[src/hw/cdc_pkg.sv]
// Function
// - Clock fail detection sets a software-clearable flag
// - Secondary oscillator runs while its enable set
// - Switch request clears when switch completes
// - Control registers reset only on power-on
// - Interrupt clears ratio apply when recovery set
// - Processor ratio divides by two to code
// - Ratio apply off forces one to one
// - Fast RC postscaler divides, code seven 256
// - VCO output divider 2,4,8; code two reserved
// - PLL prescaler divides by code plus two
// - Feedback multiplier is code plus two
// - Fast RC trim is signed step offset
// - Auxiliary PLL runs when on, reports lock
// - Aux divider source: main PLL or others
// - Aux output divider, code zero gives 256
// - Aux reference: fast RC, primary or none
// - Reference output on when enabled, sleep rule
// - Reference source: crystal or system clock
// - Shared three-bit clock source code
package cdc_pkg;
  localparam logic [2:0] CDC_A_OSC  = 3'h0;
  localparam logic [2:0] CDC_A_DIV  = 3'h1;
  localparam logic [2:0] CDC_A_FBD  = 3'h2;
  localparam logic [2:0] CDC_A_TUN  = 3'h3;
  localparam logic [2:0] CDC_A_AUX  = 3'h4;
  localparam logic [2:0] CDC_A_REF  = 3'h5;
  localparam logic [2:0] CDC_A_KEY  = 3'h6;
  localparam logic [15:0] CDC_KEY1  = 16'h0046;
  localparam logic [15:0] CDC_KEY2  = 16'h0057;
  localparam logic [15:0] CDC_DIV_RST = 16'h3040;
  localparam logic [8:0]  CDC_FBD_RST = 9'h030;
  localparam logic [15:0] CDC_AUX_RST = 16'h2000;
  localparam logic [1:0]  CDC_POST_RSV = 2'h2;
  localparam int CDC_REF_DW = 16;

  typedef enum logic [2:0] {
    CDC_SRC_FRC     = 3'b000,
    CDC_SRC_FRCPLL  = 3'b001,
    CDC_SRC_PRI     = 3'b010,
    CDC_SRC_PRIPLL  = 3'b011,
    CDC_SRC_SEC     = 3'b100,
    CDC_SRC_LPRC    = 3'b101,
    CDC_SRC_FRC16   = 3'b110,
    CDC_SRC_FRCN    = 3'b111
  } cdc_src_t;

  // Settings driven out to the clock sources and PLLs
  typedef struct packed {
    logic [2:0] periph_ratio_select;
    logic       ratio_apply;
    logic [2:0] fast_rc_postdiv;
    logic [1:0] vco_out_div;
    logic [4:0] phase_det_in_div;
    logic [8:0] feedback_mult;
    logic [5:0] fast_rc_trim;
    logic       aux_pll_on;
    logic       aux_div_src_select;
    logic [2:0] aux_out_div;
    logic       aux_ref_primary;
    logic       aux_ref_fast_rc;
  } cdc_cfg_t;
endpackage

[src/hw/cdc_sync.sv]
`timescale 1ns/1ps
`default_nettype none
module cdc_sync (
  // Clocking
  input  wire logic clk_sys,
  input  wire logic rst,
  input  wire logic ce,
  // Data
  input  wire logic d,
  output logic      q
);
  logic s1_q;
  // Two-stage synchroniser, first stage read only by second
  always_ff @(posedge clk_sys or posedge rst) begin
    if (rst) begin
      s1_q <= 1'b0;
      q    <= 1'b0;
    end else if (ce) begin
      s1_q <= d;
      q    <= s1_q;
    end
  end
endmodule
`default_nettype wire

[src/hw/cdc_refdiv.sv]
`timescale 1ns/1ps
`default_nettype none
module cdc_refdiv #(
  parameter int DW = 16
) (
  // Clocking
  input  wire logic       clk_sys,
  input  wire logic       rst,
  input  wire logic       ce,
  // Control
  input  wire logic       run,
  input  wire logic [3:0] code,
  input  wire logic       src,
  // Output
  output logic            clk_out
);
  logic [DW-1:0] cnt_q;
  logic          src_q;
  initial begin
    if (DW < 16) $error("cdc_refdiv: DW must be at least 16");
  end
  // Counts source edges; bit code-1 of the count is the divided clock
  always_ff @(posedge clk_sys or posedge rst) begin
    if (rst) begin
      cnt_q   <= '0;
      src_q   <= 1'b0;
      clk_out <= 1'b0;
    end else if (ce) begin
      src_q <= src;
      if (!run) begin
        cnt_q   <= '0;
        clk_out <= 1'b0;
      end else if (code == 4'h0) begin
        clk_out <= src;
      end else if (src && !src_q) begin
        cnt_q   <= cnt_q + 1'b1;
        clk_out <= cnt_q[code - 4'h1] ^ (&(cnt_q & ((16'h1 << (code - 4'h1)) - 16'h1)));
      end
    end
  end
endmodule
`default_nettype wire

[src/hw/cdc_ctrl.sv]
`timescale 1ns/1ps
`default_nettype none
module cdc_ctrl (
  // Clock and resets
  input  wire logic                 clk_sys,
  input  wire logic                 rst,
  input  wire logic                 ce,
  // Register port
  input  wire logic [2:0]           reg_addr,
  input  wire logic [15:0]          reg_wdata,
  input  wire logic                 reg_wr,
  input  wire logic                 reg_rd,
  output logic      [15:0]          reg_rdata,
  // Power-on strap and events
  input  wire logic [2:0]           strap_src,
  input  wire logic                 irq_event,
  input  wire logic                 sleep_mode,
  // Oscillator side status, asynchronous
  input  wire logic                 clock_fail_monitor,
  input  wire logic                 switch_done,
  input  wire logic                 aux_pll_lock_raw,
  input  wire logic                 crystal_clk,
  // Oscillator side controls
  output logic                      secondary_osc_run,
  output logic                      switch_go,
  output logic      [2:0]           switch_target,
  output cdc_pkg::cdc_cfg_t         cfg,
  output logic                      refout_pin,
  output logic                      refout_pin_oe
);
  // Oscillator control fields
  logic [2:0] current_source_status_q;
  logic [2:0] next_source_select_q;
  logic       clock_fail_flag_q;
  logic       secondary_osc_enable_q;
  logic       switch_request_q;
  // Unlock state: 0 idle, 1 first key seen, 2 unlocked
  logic [1:0] unlock_q;
  // Clock divisor fields
  logic       recover_on_irq_q;
  logic [2:0] periph_ratio_select_q;
  logic       ratio_apply_q;
  logic [2:0] fast_rc_postdiv_q;
  logic [1:0] vco_out_div_q;
  logic [4:0] phase_det_in_div_q;
  logic [8:0] feedback_mult_q;
  logic [5:0] fast_rc_trim_q;
  // Auxiliary clock fields
  logic       aux_pll_on_q;
  logic       aux_div_src_select_q;
  logic [2:0] aux_out_div_q;
  logic       aux_ref_primary_q;
  logic       aux_ref_fast_rc_q;
  // Reference output fields
  logic       refout_on_q;
  logic       refout_in_sleep_q;
  logic       refout_src_select_q;
  logic [3:0] refout_div_q;
  // Strap capture after reset release
  logic       strap_done_q;
  // Synchronised inputs
  logic       fail_s;
  logic       done_s;
  logic       lock_s;
  logic       xtal_s;
  logic       done_prev_q;
  logic       done_rise;
  logic       osc_wr;
  logic       ref_run;

  cdc_sync u_fail (.clk_sys(clk_sys), .rst(rst), .ce(ce), .d(clock_fail_monitor), .q(fail_s));
  cdc_sync u_done (.clk_sys(clk_sys), .rst(rst), .ce(ce), .d(switch_done), .q(done_s));
  cdc_sync u_lock (.clk_sys(clk_sys), .rst(rst), .ce(ce), .d(aux_pll_lock_raw), .q(lock_s));
  cdc_sync u_xtal (.clk_sys(clk_sys), .rst(rst), .ce(ce), .d(crystal_clk), .q(xtal_s));

  assign done_rise = done_s && !done_prev_q;
  assign osc_wr    = reg_wr && reg_addr == cdc_pkg::CDC_A_OSC && unlock_q == 2'h2;

  // Unlock key sequence gating oscillator control writes
  always_ff @(posedge clk_sys or posedge rst) begin
    if (rst) begin
      unlock_q <= 2'h0;
    end else if (ce && reg_wr) begin
      if (reg_addr == cdc_pkg::CDC_A_KEY) begin
        if (reg_wdata == cdc_pkg::CDC_KEY1) unlock_q <= 2'h1;
        else if (reg_wdata == cdc_pkg::CDC_KEY2 && unlock_q == 2'h1) unlock_q <= 2'h2;
        else unlock_q <= 2'h0;
      end else begin
        unlock_q <= 2'h0;
      end
    end
  end

  // Oscillator control; reset is power-on only
  always_ff @(posedge clk_sys or posedge rst) begin
    if (rst) begin
      current_source_status_q <= 3'h0;
      next_source_select_q    <= 3'h0;
      clock_fail_flag_q       <= 1'b0;
      secondary_osc_enable_q  <= 1'b0;
      switch_request_q        <= 1'b0;
      strap_done_q            <= 1'b0;
      done_prev_q             <= 1'b0;
    end else if (ce) begin
      done_prev_q <= done_s;
      if (!strap_done_q) begin
        strap_done_q            <= 1'b1;
        current_source_status_q <= strap_src;
        next_source_select_q    <= strap_src;
      end
      if (osc_wr) begin
        next_source_select_q   <= reg_wdata[10:8];
        secondary_osc_enable_q <= reg_wdata[1];
        if (reg_wdata[0]) switch_request_q <= 1'b1;
        if (!reg_wdata[3]) clock_fail_flag_q <= 1'b0;
      end
      if (fail_s) clock_fail_flag_q <= 1'b1;
      if (done_rise && switch_request_q) begin
        switch_request_q        <= 1'b0;
        current_source_status_q <= next_source_select_q;
      end
    end
  end

  // Clock divisor, feedback and trim registers
  always_ff @(posedge clk_sys or posedge rst) begin
    if (rst) begin
      recover_on_irq_q      <= cdc_pkg::CDC_DIV_RST[15];
      periph_ratio_select_q <= cdc_pkg::CDC_DIV_RST[14:12];
      ratio_apply_q         <= cdc_pkg::CDC_DIV_RST[11];
      fast_rc_postdiv_q     <= cdc_pkg::CDC_DIV_RST[10:8];
      vco_out_div_q         <= cdc_pkg::CDC_DIV_RST[7:6];
      phase_det_in_div_q    <= cdc_pkg::CDC_DIV_RST[4:0];
      feedback_mult_q       <= cdc_pkg::CDC_FBD_RST;
      fast_rc_trim_q        <= 6'h0;
    end else if (ce) begin
      if (reg_wr && reg_addr == cdc_pkg::CDC_A_DIV) begin
        recover_on_irq_q      <= reg_wdata[15];
        periph_ratio_select_q <= reg_wdata[14:12];
        ratio_apply_q         <= reg_wdata[11];
        fast_rc_postdiv_q     <= reg_wdata[10:8];
        if (reg_wdata[7:6] != cdc_pkg::CDC_POST_RSV) vco_out_div_q <= reg_wdata[7:6];
        phase_det_in_div_q    <= reg_wdata[4:0];
      end
      if (irq_event && recover_on_irq_q) ratio_apply_q <= 1'b0;
      if (reg_wr && reg_addr == cdc_pkg::CDC_A_FBD) feedback_mult_q <= reg_wdata[8:0];
      if (reg_wr && reg_addr == cdc_pkg::CDC_A_TUN) fast_rc_trim_q <= reg_wdata[5:0];
    end
  end

  // Auxiliary and reference output control
  always_ff @(posedge clk_sys or posedge rst) begin
    if (rst) begin
      aux_pll_on_q         <= cdc_pkg::CDC_AUX_RST[15];
      aux_div_src_select_q <= cdc_pkg::CDC_AUX_RST[13];
      aux_out_div_q        <= cdc_pkg::CDC_AUX_RST[10:8];
      aux_ref_primary_q    <= cdc_pkg::CDC_AUX_RST[7];
      aux_ref_fast_rc_q    <= cdc_pkg::CDC_AUX_RST[6];
      refout_on_q          <= 1'b0;
      refout_in_sleep_q    <= 1'b0;
      refout_src_select_q  <= 1'b0;
      refout_div_q         <= 4'h0;
    end else if (ce) begin
      if (reg_wr && reg_addr == cdc_pkg::CDC_A_AUX) begin
        aux_pll_on_q         <= reg_wdata[15];
        aux_div_src_select_q <= reg_wdata[13];
        aux_out_div_q        <= reg_wdata[10:8];
        aux_ref_primary_q    <= reg_wdata[7];
        aux_ref_fast_rc_q    <= reg_wdata[6];
      end
      if (reg_wr && reg_addr == cdc_pkg::CDC_A_REF) begin
        refout_on_q         <= reg_wdata[15];
        refout_in_sleep_q   <= reg_wdata[13];
        refout_src_select_q <= reg_wdata[12];
        refout_div_q        <= reg_wdata[11:8];
      end
    end
  end

  // Read data, valid the cycle after the read strobe
  always_ff @(posedge clk_sys or posedge rst) begin
    if (rst) begin
      reg_rdata <= 16'h0;
    end else if (ce) begin
      reg_rdata <= 16'h0;
      if (reg_rd) begin
        unique case (reg_addr)
          cdc_pkg::CDC_A_OSC: reg_rdata <= {1'b0, current_source_status_q, 1'b0,
                                            next_source_select_q, 4'h0, clock_fail_flag_q,
                                            1'b0, secondary_osc_enable_q, switch_request_q};
          cdc_pkg::CDC_A_DIV: reg_rdata <= {recover_on_irq_q, periph_ratio_select_q,
                                            ratio_apply_q, fast_rc_postdiv_q, vco_out_div_q,
                                            1'b0, phase_det_in_div_q};
          cdc_pkg::CDC_A_FBD: reg_rdata <= {7'h0, feedback_mult_q};
          cdc_pkg::CDC_A_TUN: reg_rdata <= {10'h0, fast_rc_trim_q};
          cdc_pkg::CDC_A_AUX: reg_rdata <= {aux_pll_on_q, aux_pll_on_q && lock_s,
                                            aux_div_src_select_q, 2'h0, aux_out_div_q,
                                            aux_ref_primary_q, aux_ref_fast_rc_q, 6'h0};
          cdc_pkg::CDC_A_REF: reg_rdata <= {refout_on_q, 1'b0, refout_in_sleep_q,
                                            refout_src_select_q, refout_div_q, 8'h0};
          default:            reg_rdata <= 16'h0;
        endcase
      end
    end
  end

  // Settings to the clock tree
  always_comb begin
    cfg.periph_ratio_select = periph_ratio_select_q;
    cfg.ratio_apply         = ratio_apply_q;
    cfg.fast_rc_postdiv     = fast_rc_postdiv_q;
    cfg.vco_out_div         = vco_out_div_q;
    cfg.phase_det_in_div    = phase_det_in_div_q;
    cfg.feedback_mult       = feedback_mult_q;
    cfg.fast_rc_trim        = fast_rc_trim_q;
    cfg.aux_pll_on          = aux_pll_on_q;
    cfg.aux_div_src_select  = aux_div_src_select_q;
    cfg.aux_out_div         = aux_out_div_q;
    cfg.aux_ref_primary     = aux_ref_primary_q;
    cfg.aux_ref_fast_rc     = aux_ref_fast_rc_q;
  end

  assign secondary_osc_run = secondary_osc_enable_q;
  assign switch_go         = switch_request_q;
  assign switch_target     = next_source_select_q;
  assign ref_run           = refout_on_q && (!sleep_mode || refout_in_sleep_q);
  assign refout_pin_oe     = refout_on_q;

  // Reference divider; source is crystal or system clock
  cdc_refdiv #(.DW(cdc_pkg::CDC_REF_DW)) u_ref (
    .clk_sys (clk_sys),
    .rst     (rst),
    .ce      (ce),
    .run     (ref_run),
    .code    (refout_div_q),
    .src     (refout_src_select_q ? xtal_s : 1'b1),
    .clk_out (refout_pin)
  );

  // Checks
  flag_sets_a: assert property (@(posedge clk_sys) disable iff (rst)
    ce && fail_s |=> clock_fail_flag_q) else $error("fail flag not set");
  sec_follow_a: assert property (@(posedge clk_sys) disable iff (rst)
    ce && osc_wr |=> secondary_osc_run == $past(reg_wdata[1]))
    else $error("sec osc mismatch");
  switch_clear_a: assert property (@(posedge clk_sys) disable iff (rst)
    ce && done_rise && switch_request_q && !osc_wr |=> !switch_request_q)
    else $error("switch request not cleared");
  irq_recover_a: assert property (@(posedge clk_sys) disable iff (rst)
    ce && irq_event && recover_on_irq_q |=> !ratio_apply_q)
    else $error("ratio apply not cleared");
  irq_noeffect_a: assert property (@(posedge clk_sys) disable iff (rst)
    ce && irq_event && !recover_on_irq_q && !reg_wr |=> $stable(ratio_apply_q))
    else $error("ratio apply changed");
  post_rsv_a: assert property (@(posedge clk_sys) disable iff (rst)
    vco_out_div_q != cdc_pkg::CDC_POST_RSV) else $error("reserved postscaler");
  lock_gate_a: assert property (@(posedge clk_sys) disable iff (rst)
    ce && reg_rd && reg_addr == cdc_pkg::CDC_A_AUX && !aux_pll_on_q |=> !reg_rdata[14])
    else $error("lock shown while off");
  ref_off_a: assert property (@(posedge clk_sys) disable iff (rst)
    !refout_on_q ##1 !refout_on_q |-> !refout_pin) else $error("ref out runs");
  lock_write_a: assert property (@(posedge clk_sys) disable iff (rst)
    ce && reg_wr && reg_addr == cdc_pkg::CDC_A_OSC && unlock_q != 2'h2
    |=> $stable(next_source_select_q) || $past(!strap_done_q))
    else $error("locked write taken");
endmodule
`default_nettype wire

[config.mk]
export PLATFORM = sky130hd
export DESIGN_NAME = cdc_ctrl
export DESIGN_NICKNAME = d
export VERILOG_FILES = /design/src/hw/cdc_pkg.sv /design/src/hw/cdc_sync.sv /design/src/hw/cdc_refdiv.sv /design/src/hw/cdc_ctrl.sv
export SDC_FILE = /design/constraint.sdc
export NUM_CORES = 1
export LEC_CHECK = 0
export BUFFER_PORTS_ARGS = -buffer_cell sky130_fd_sc_hd__buf_2
export CORE_MARGIN = 2
export CORE_UTILIZATION = 32
export CTS_BUF_LIST = sky130_fd_sc_hd__clkbuf_8
export DETAILED_ROUTE_END_ITERATION = 8
export PLACE_DENSITY = 0.62
export SLEW_MARGIN = 20
export SYNTH_ARGS = -nofsm -noshare
export SYNTH_HDL_FRONTEND = slang
export SYNTH_SLANG_ARGS = --single-unit
[constraint.sdc]
create_clock -name clk_sys -period 2.8 [get_ports clk_sys]
set_input_delay 0 -clock clk_sys [delete_from_list [all_inputs] [get_ports clk_sys]]
set_output_delay 0 -clock clk_sys [all_outputs]
set_load 0.005 [all_outputs]
==> flow_summary.yaml, run 1 <==
detailed_routing:
  route.detailed.drc: 0
  drtIter0Drc: 243
  wire_per_inst_um: 16.70
  routed_via_density: 5.062
  postRouteWirelength_um: 13440
  antenna_left: 0
  pre_antenna_drt_iters: 4
  routed-via-count: 4075
final_layout:
  antenna_cell_count: 0
  layout.core_utilization: 0.4002
  area_delta_synth_final_pct: 22.92
  final_layout_size_suffix_gt1_frac: 0.3328
  final_cell_count_no_fill: 805
  nNetsFinal: 624
synth:
  ys_top_cells_by_count: "sky130_fd_sc_hd__dfrtp_1, sky130_fd_sc_hd__mux2_2, sky130_fd_sc_hd__inv_1"
  number_of_flip_flops_and_latches_in_the_synthesized_netlist: 99
  synth.cell_area_sq_um: 5152
  postSynth.topFlopCell: "sky130_fd_sc_hd__dfrtp_1"
  postSynthAreaPerCell_sq_um: 11.03
  synth_cells: 467
  synth_cell_types: 59
  netlist_top_cells_area: "sky130_fd_sc_hd__dfrtp_1, sky130_fd_sc_hd__mux2_2, sky130_fd_sc_hd__mux4_2"
  yosysTopAreaCellShare: 0.4517
  synthesis.nets: 507
  postSynth.asyncResetShare: 1.000
  post-synth-top-area-cell: "sky130_fd_sc_hd__dfrtp_1"
  synth_enable_flop_cells: 0
  yosysMostFrequentCell: "sky130_fd_sc_hd__dfrtp_1"
  yosys_warnings: 0
  yosysSeqAreaShare: 0.4823
power_and_ir_drop:
  clockPowerShare: 0.223
  vdd_ir_drop_max_mv: 0.3025
  power.internal_mw: 2.556
  switchingPower_mw: 1.281
  power_frac_comb: 0.303
  power.share.sequential: 0.474
  power-per-cell-area_nw_per_um2: 605.8
  p_leak_nw: 2.809
  power_switching_share: 0.3338
placement:
  finalWeightedCongestion: 0.7977
  instance_count_after_placement_with_tap_cells_included: 761
  detailed_place_hpwl_um: 9928
  placement.io_buffers: 91
sta:
  max_slew_margin: 0.5235
  finalSetupTns_ps: 0
  slew_viol_final: 0
  max_freq_mhz: 386.4
  rsz0062_at_grt: "no"
  final.min_clock_period_ps: 2588
  final_hold_viol_count: 0
  portion_of_the_clock_cycle_consumed_by_the_worst_path_in_the_final_layout: 0.9242
  worst_pin_slew_ps: 714.3
  setup-violations-final: 0
  clock_skew_ps: 6.554
run:
  reported_max_cap_violation_count: 0
floorplanning:
  fp.dieW_um: 130.9
  coreArea_sq_um: 15830
  design.portCount: 92
  die_height_um: 130.9
  initial_core_utilization: 0.3255
  placement_rows: 46
  die_area_sq_um: 17130
setup_path:
  critical_path.cell_chain: "inv_1 > ha_1 > xnor2_1 > nand3_1 > ha_1 > inv_1 > o2111ai_1 > a311oi_2 > o2111ai_1 > nor4_1 > a21oi_1"
  crit_arrival_ps: 2850
  startpoint_type: "register"
  regToRegEndpoint: "u_ref.clk_out"
  critical_path.endpoint_type: "register"
  timing.critical_path.slowest_cell_delay_ps: 380
  r2r-start: "refout_div_q[0]"
  reg2reg_setup_slack_ps: 210
  path_max_fanout: 6
  critical-path-slowest-cell: "sky130_fd_sc_hd__dfrtp_1"
  setup_cp_type: "register to register"
  worstRegToRegCells: 11
  worst-endpoint-required_ps: 3060
clock_tree:
  cts_sinks: 99
  cts_root_buf: "sky130_fd_sc_hd__clkbuf_8"
  worst_skew_pair.late_latency_ps: 370
  cts_tree: "built"
  cts_buffers: 9
  cts_max_level: 3
  clkTransAtPathRegs_ps: 100
  cts-root-to-sink-buffers: 2
global_routing:
  number_of_global_route_vias_before_repair: 4181
  grt_antenna_before_repair: 0
  maximum_number_of_pins_on_one_net_before_global_route_repair: 52
  wire_length_of_the_first_global_routing_pass_um: 21690
  grt_usage: 0.1635
  global_route.overflow_total: 0
min_path:
  hold_path_startpoint: "reg_wr"
  holdCritPathClass: "input pin to register"
  hold_path_depth: 4
  hold_end: "unlock_q[1]"
outcome:
  status: "completed"
==> sequential cells by signal, summed over array words and instances (netlist names), 2 cells and up <==
name and flops:
vco_out_div_q 2, refout_div_q 4, feedback_mult_q 9, phase_det_in_div_q 5, reg_rdata 16, switch_target 3, current_source_status_q 3, fast_rc_trim_q 6
periph_ratio_select_q 3, fast_rc_postdiv_q 3, unlock_q 2, u_ref.cnt_q 16, aux_out_div_q 3
==> how the worst max path moves through the flow <==
stage               cells past startpoint  slack, ps            start             to
finish                                 11        210  refout_div_q[0]  u_ref.clk_out
detailed placement                     11        190  refout_div_q[1]  u_ref.clk_out
global route                           11          5  refout_div_q[0]  u_ref.clk_out
CTS                                    11        170  refout_div_q[1]  u_ref.clk_out
floorplan                              12        120  refout_div_q[0]  u_ref.clk_out
global placement                       11        320  refout_div_q[1]  u_ref.clk_out
==> critical path: cells and delay by family (launching register included) <==
family	cells	cell delay, ps
xor+xnor	1	370
buf+inv	2	150
simple gates	2	420
flops	1	380
compound gates	4	600
fa+ha+maj	2	540
==> power by group through the flow <==
stage | Clock, mW | Combinational (mW) | Sequential (mW)
after detailed placement | 0 | 1.13 | 1.84
after global routing | 0.946 | 1.28 | 1.84
after CTS | 0.877 | 1.16 | 1.81
final | 0.857 | 1.16 | 1.82
after floorplan | 0 | 0.723 | 1.82
after global placement | 0 | 1.09 | 1.83
==> area by class of cell <==
class                      instances  area, sq um
sequential                        99         2485
multi-input combinational        306         2406
inverter                          33        126.4
clock inverter                     7        53.80
clock buffer                       9        123.9
fill                            1535         9494
timing repair buffer             135        868.3
tap                              216        270.3
==> cell families after synthesis <==
kind of cell,Yosys count,share of synthesized area
AO/OA/AOI/OAI,88,0.1107
multiplexers,71,0.1782
buffers and inverters,62,0.05221
XOR/XNOR,14,0.02380
adder cells (fa/ha/maj),7,0.01700
AND/OR/NAND/NOR,126,0.1358
flip-flops,99,0.4823
==> per-stage QoR <==
step	instance area (sq um)	setup WS (ps)	power [mW]	hold slack, ps
after floorplan	5152	124.7	2.544	95.76
after global placement	5868	317.8	2.922	135.8
after detailed placement	5868	188.7	2.971	148.6
after CTS	6326	172.5	3.855	44.61
after global routing	6334	4.979	4.068	78.45
final	6334	212.2	3.837	52.11
==> routing by layer <==
metal	up-vias	part of all wire	track usage
li1	1919	-	-
met3	20	0.056	0.03990
met5	-	0	0
met2	109	0.50	0.2718
met4	0	0.017	0.05882
met1	2027	0.43	0.2086
==> cells in the final DEF (no fill, tap or decap), types with 13 or more instances in the layout <==
cell type	n
sky130_fd_sc_hd__inv_1	32
sky130_fd_sc_hd__dlygate4sd3_1	28
sky130_fd_sc_hd__o22ai_1	21
sky130_fd_sc_hd__a21oi_1	22
sky130_fd_sc_hd__nor2_1	32
sky130_fd_sc_hd__buf_4	15
sky130_fd_sc_hd__buf_2	91
sky130_fd_sc_hd__mux2_2	45
sky130_fd_sc_hd__dfrtp_1	93
sky130_fd_sc_hd__nand3_1	13
sky130_fd_sc_hd__nand2_1	20
==> what timing repair did <==
item / 4_1_cts / 5_1_grt
endpoints found under the setup margin: 0 / 1
hold endpoints to repair: 105 / 0
resized for setup: 0 / 1
buffers inserted: 0 / 0
hold buffers: 28 / 0
No activity file was read; power rests on OpenSTA's default activity.
==> run 2: changes to the inputs <==
CELL_PAD_IN_SITES_DETAIL_PLACEMENT = 1   (was not set)
CELL_PAD_IN_SITES_GLOBAL_PLACEMENT = 1   (was not set)
PLACE_DENSITY = 0.74   (was 0.62)
SETUP_SLACK_MARGIN = 0.2   (was not set)
==> run 2 against run 1 <==
Against the previous run: sequential power is essentially flat; global-route usage grew 2.8 points; register-to-register slack gained 30 ps; die area is the same; critical path depth is the same; core utilization grew 1.1 points; clock skew grew 7.8 ps; flip-flop and latch count is the same; critical endpoint unchanged; largest cell class is now multi-input combinational cells.
==> flow_summary.yaml, run 2 (synthesis results as in run 1) <==
outcome:
  status: "completed"
min_path:
  holdCritPathClass: "input pin to register"
  hold_end: "unlock_q[1]"
  hold_path_depth: 4
  hold_path_startpoint: "reg_wr"
sta:
  rsz0062_at_grt: "yes"
  hold-worst-slack_ps: 53.24
  worst_slack_ps: 237.4
  portion_of_the_clock_cycle_consumed_by_the_worst_path_in_the_final_layout: 0.9152
  finalSetupTns_ps: 0
  final_hold_viol_count: 0
  worst_pin_slew_ps: 757.8
  clock_skew_ps: 14.40
  slew_viol_final: 0
  max_freq_mhz: 390.2
  setup-violations-final: 0
  max_slew_margin: 0.4945
  final.min_clock_period_ps: 2563
setup_path:
  startpoint_type: "register"
  critical_path.endpoint_type: "register"
  regToRegEndpoint: "u_ref.clk_out"
  cpLargestDelayFamily: "compound AO/OA/AOI/OAI gates"
  critical-path-slowest-cell: "sky130_fd_sc_hd__dfrtp_2"
  r2r-start: "refout_div_q[1]"
  setup_cp_type: "register to register"
  worst-endpoint-required_ps: 3060
  critical_path.cell_chain: "inv_4 > ha_4 > xnor2_4 > nand3_2 > ha_4 > inv_2 > o2111ai_2 > a311oi_2 > o2111ai_2 > nor4_2 > a21oi_1"
  cp.buffers_inverters: 2
  path_max_fanout: 8
  crit_arrival_ps: 2830
  worstRegToRegCells: 11
  timing.critical_path.slowest_cell_delay_ps: 490
  reg2reg_setup_slack_ps: 240
placement:
  post_placement_worst_setup_slack_ps: 100.2
  instance_count_after_placement_with_tap_cells_included: 759
  placement.io_buffers: 91
  dpl_cell_area_sq_um: 5848
  finalWeightedCongestion: 0.8143
  detailed_place_hpwl_um: 11600
clock_tree:
  cts_sinks: 99
  cts_buffers: 9
  worst_skew_pair.late_latency_ps: 380
  cts_root_buf: "sky130_fd_sc_hd__clkbuf_8"
  clkTransAtPathRegs_ps: 100
  cts-root-to-sink-buffers: 2
  cts_max_level: 3
  cts_tree: "built"
power_and_ir_drop:
  finalPower_mw: 4.187
  vdd_ir_drop_max_mv: 0.3082
  power-per-cell-area_nw_per_um2: 642.8
  p_leak_nw: 2.879
final_layout:
  area_delta_synth_final_pct: 26.42
  antenna_cell_count: 0
  final_layout_size_suffix_gt1_frac: 0.3569
  layout.core_utilization: 0.4115
  largest_registers: "reg_rdata: 16 flops, u_ref.cnt_q: 16 flops, feedback_mult_q: 9 flops"
  final_cell_mix: "sky130_fd_sc_hd__dfrtp_1, sky130_fd_sc_hd__buf_2, sky130_fd_sc_hd__mux2_2"
  nNetsFinal: 629
  final_cell_count_no_fill: 810
  finish.instance_area_sq_um: 6514
detailed_routing:
  drtIter0Drc: 171
  postRouteWirelength_um: 15810
  antenna_left: 0
  pre_antenna_drt_iters: 4
  route.detailed.drc: 0
  routed-via-count: 4248
  routed_via_density: 5.244
  wire_per_inst_um: 19.52
floorplanning:
  coreArea_sq_um: 15830
  die_height_um: 130.9
  fp.dieW_um: 130.9
  initial_core_utilization: 0.3255
  design.portCount: 92
  die_area_sq_um: 17130
  placement_rows: 46
global_routing:
  grt_antenna_before_repair: 0
  grt_usage: 0.1911
  number_of_global_route_vias_before_repair: 4498
  global_route.overflow_total: 0
  wire_length_of_the_first_global_routing_pass_um: 24760
  maximum_number_of_pins_on_one_net_before_global_route_repair: 52
run:
  reported_max_cap_violation_count: 0
-- run 2: final cells by class --
cell class	count	area (sq um)
clock buffer	11	151.4
clock inverter	5	76.32
fill	1767	9314
inverter	33	128.9
multi-input combinational	306	2499
sequential	99	2487
tap	216	270.3
timing repair buffer	140	900.9
-- run 2: report_power, final --
group          internal (mW)  leakage, nW  switching (mW)
Clock                  0.548        0.117           0.504
Combinational          0.633         1.52           0.646
Sequential              1.65         1.24           0.204
-- run 2: worst reg2reg max path: stages, from the launching register on --
cell and delay (ps):
sky130_fd_sc_hd__dfrtp_2 490, sky130_fd_sc_hd__inv_4 80, sky130_fd_sc_hd__ha_4 190, sky130_fd_sc_hd__xnor2_4 240
sky130_fd_sc_hd__nand3_2 120, sky130_fd_sc_hd__ha_4 260, sky130_fd_sc_hd__inv_2 50, sky130_fd_sc_hd__o2111ai_2 120
sky130_fd_sc_hd__a311oi_2 280, sky130_fd_sc_hd__o2111ai_2 180, sky130_fd_sc_hd__nor4_2 320, sky130_fd_sc_hd__a21oi_1 110
-- run 2: layer usage --
| metal | track usage | up-vias | routed length, um |
|---|---|---|---|
| met5 | 0 | - | 0 |
| met4 | 0.06133 | 0 | 365 |
| met3 | 0.04072 | 33 | 757 |
| met2 | 0.3306 | 111 | 7988 |
| met1 | 0.2395 | 2171 | 6696 |
| li1 | - | 1933 | - |
-- run 2: repair_timing --
action                                  CTS  global route
pin swaps                                 1             8
cloned                                    0             0
resized for setup                         3            16
hold buffers                             29             0
endpoints found under the setup margin    1             3
hold endpoints to repair                110             0
buffers inserted                          0             6
-- run 2: worst max path at each step --
stage,slack [ps],startpoint,end,cells after the start
3_5_place_dp,100,refout_div_q[1],u_ref.clk_out,11
6_report,240,refout_div_q[1],u_ref.clk_out,11
3_3_place_gp,310,refout_div_q[1],u_ref.clk_out,10
5_1_grt,130,refout_div_q[1],u_ref.clk_out,11
2_1_floorplan,220,rst,aux_out_div_q[0],1
4_1_cts,290,refout_div_q[1],u_ref.clk_out,11
==> run 3: changes to the inputs <==
CAP_MARGIN = 20   (was not set)
CELL_PAD_IN_SITES_DETAIL_PLACEMENT = 2   (was 1)
CELL_PAD_IN_SITES_GLOBAL_PLACEMENT = 2   (was 1)
PLACE_DENSITY = 0.85   (was 0.74)
==> run 3 against run 2 <==
Against the previous run: clock power is essentially flat; global-route usage increased by 3.4 points; sequential power about the same; critical path type unchanged; critical endpoint unchanged.
==> flow_summary.yaml, run 3 (synthesis results as in run 1) <==
clock_tree:
  cts_root_buf: "sky130_fd_sc_hd__clkbuf_8"
  cts_sinks: 99
  cts_buffers: 9
  clkTransAtPathRegs_ps: 100
  worst_skew_pair.late_latency_ps: 390
  cts_tree: "built"
  cts_max_level: 3
  cts-root-to-sink-buffers: 2
min_path:
  holdCritPathClass: "input pin to register"
  hold_path_depth: 2
  hold_end: "reg_rdata[13]"
  hold_path_startpoint: "ce"
floorplanning:
  design.portCount: 92
  die_height_um: 130.9
  initial_core_utilization: 0.3255
  placement_rows: 46
  die_area_sq_um: 17130
  fp.dieW_um: 130.9
  coreArea_sq_um: 15830
sta:
  clock_skew_ps: 12.19
  worst_pin_slew_ps: 791.6
  portion_of_the_clock_cycle_consumed_by_the_worst_path_in_the_final_layout: 0.9072
  final.min_clock_period_ps: 2540
  final_hold_viol_count: 0
  finalSetupTns_ps: 0
  setup-violations-final: 0
  rsz0062_at_grt: "no"
  slew_viol_final: 0
  max_slew_margin: 0.4720
  max_freq_mhz: 393.7
detailed_routing:
  antenna_left: 0
  route.detailed.drc: 0
  routed-via-count: 4374
  routed_via_density: 5.413
  postRouteWirelength_um: 18870
  pre_antenna_drt_iters: 5
  drtIter0Drc: 255
  wire_per_inst_um: 23.35
setup_path:
  crit_arrival_ps: 2820
  critical-path-slowest-cell: "sky130_fd_sc_hd__dfrtp_2"
  worst-endpoint-required_ps: 3080
  worstRegToRegCells: 11
  path_max_fanout: 5
  r2r-start: "refout_div_q[1]"
  reg2reg_setup_slack_ps: 260
  regToRegEndpoint: "u_ref.clk_out"
  critical_path.cell_chain: "inv_1 > ha_4 > xnor2_2 > nand3_1 > ha_1 > inv_1 > o2111ai_1 > a311oi_2 > o2111ai_1 > nor4_1 > a21oi_1"
  timing.critical_path.slowest_cell_delay_ps: 450
  critical_path.endpoint_type: "register"
  setup_cp_type: "register to register"
  startpoint_type: "register"
global_routing:
  wire_length_of_the_first_global_routing_pass_um: 28980
  global_route.overflow_total: 0
  maximum_number_of_pins_on_one_net_before_global_route_repair: 54
  grt_antenna_before_repair: 1
  number_of_global_route_vias_before_repair: 4950
  grt_usage: 0.2252
power_and_ir_drop:
  power.internal_mw: 2.790
  vdd_ir_drop_max_mv: 0.2841
  power-per-cell-area_nw_per_um2: 659.2
  clockPowerShare: 0.254
  power_frac_comb: 0.308
  p_leak_nw: 2.845
  power_switching_share: 0.3424
  switchingPower_mw: 1.453
  power.share.sequential: 0.438
final_layout:
  finish.instance_area_sq_um: 6436
  final_layout_size_suffix_gt1_frac: 0.3469
  final_cell_mix: "sky130_fd_sc_hd__dfrtp_1, sky130_fd_sc_hd__buf_2, sky130_fd_sc_hd__mux2_2"
  largest_registers: "reg_rdata: 16 flops, u_ref.cnt_q: 16 flops, feedback_mult_q: 9 flops"
  nNetsFinal: 626
  area_delta_synth_final_pct: 24.91
run:
  reported_max_cap_violation_count: 0
placement:
  finalWeightedCongestion: 0.8700
  detailed_place_hpwl_um: 12170
  placement.io_buffers: 91
  dpl_cell_area_sq_um: 5846
outcome:
  status: "completed"
==> run 3: layout make-up <==
type | instances | area [sq um]
Fill cell | 1676 | 9392
Clock buffer | 10 | 137.6
Multi-Input combinational cell | 306 | 2440
Timing Repair Buffer | 137 | 883.3
Clock inverter | 6 | 88.84
Inverter | 33 | 126.4
Antenna cell | 1 | 2.502
Tap cell | 216 | 270.3
Sequential cell | 99 | 2487
==> run 3: worst max-delay path: cells and delay by family (launching register included) <==
family / cells / cell delay, ps
adder cells (fa/ha/maj): 2 / 540
buffers and inverters: 2 / 230
flip-flops: 1 / 450
AO/OA/AOI/OAI: 4 / 610
XOR/XNOR: 1 / 260
AND/OR/NAND/NOR: 2 / 320
==> run 3: worst max path at each step <==
stage	start	endpoint	slack, ps	depth (start not counted)
after global routing	refout_div_q[1]	u_ref.clk_out	120	11
after detailed placement	refout_div_q[0]	u_ref.clk_out	130	11
final	refout_div_q[1]	u_ref.clk_out	260	11
after CTS	refout_div_q[1]	u_ref.clk_out	200	10
after floorplan	rst	aux_out_div_q[0]	220	1
after global placement	refout_div_q[1]	u_ref.clk_out	320	10
==> run 3: timing repair <==
| item | CTS | global route |
|---|---|---|
| setup buffers | 0 | 6 |
| hold buffers | 28 | 0 |
| endpoints found under the hold margin | 111 | 0 |
| endpoints found under the setup margin | 1 | 4 |
| resized for setup | 3 | 6 |
| pin swaps | 0 | 2 |
==> run 3: layer usage <==
layer	GRT usage	vias up	routed length [um]
met1	0.2598	2295	7294
met4	0.08824	0	572
met5	0	-	0
met3	0.04845	39	844
li1	-	1922	-
met2	0.4078	118	10160
==> run 3: power by group through the flow <==
| stage | logic (mW) | registers, mW | clock network, mW |
|---|---|---|---|
| after floorplan | 0.729 | 1.82 | 0 |
| after detailed placement | 1.15 | 1.87 | 0 |
| after global routing | 1.41 | 1.88 | 1.17 |
| final | 1.31 | 1.86 | 1.08 |
| after global placement | 1.07 | 1.85 | 0 |
| after CTS | 1.21 | 1.85 | 1.10 |
==> run 3: metrics by stage <==
stage	cells	total power, mW	setup slack [ps]	hold WS, ps	util
after floorplan	467	2.551	219.5	95.76	-
after global placement	757	2.924	321.7	165.8	0.3693
after detailed placement	757	3.024	131.8	182.0	0.3693
after CTS	801	4.160	202.9	49.49	0.4020
after global routing	808	4.463	119.3	99.02	0.4066
final	808	4.243	259.8	75.32	0.4066
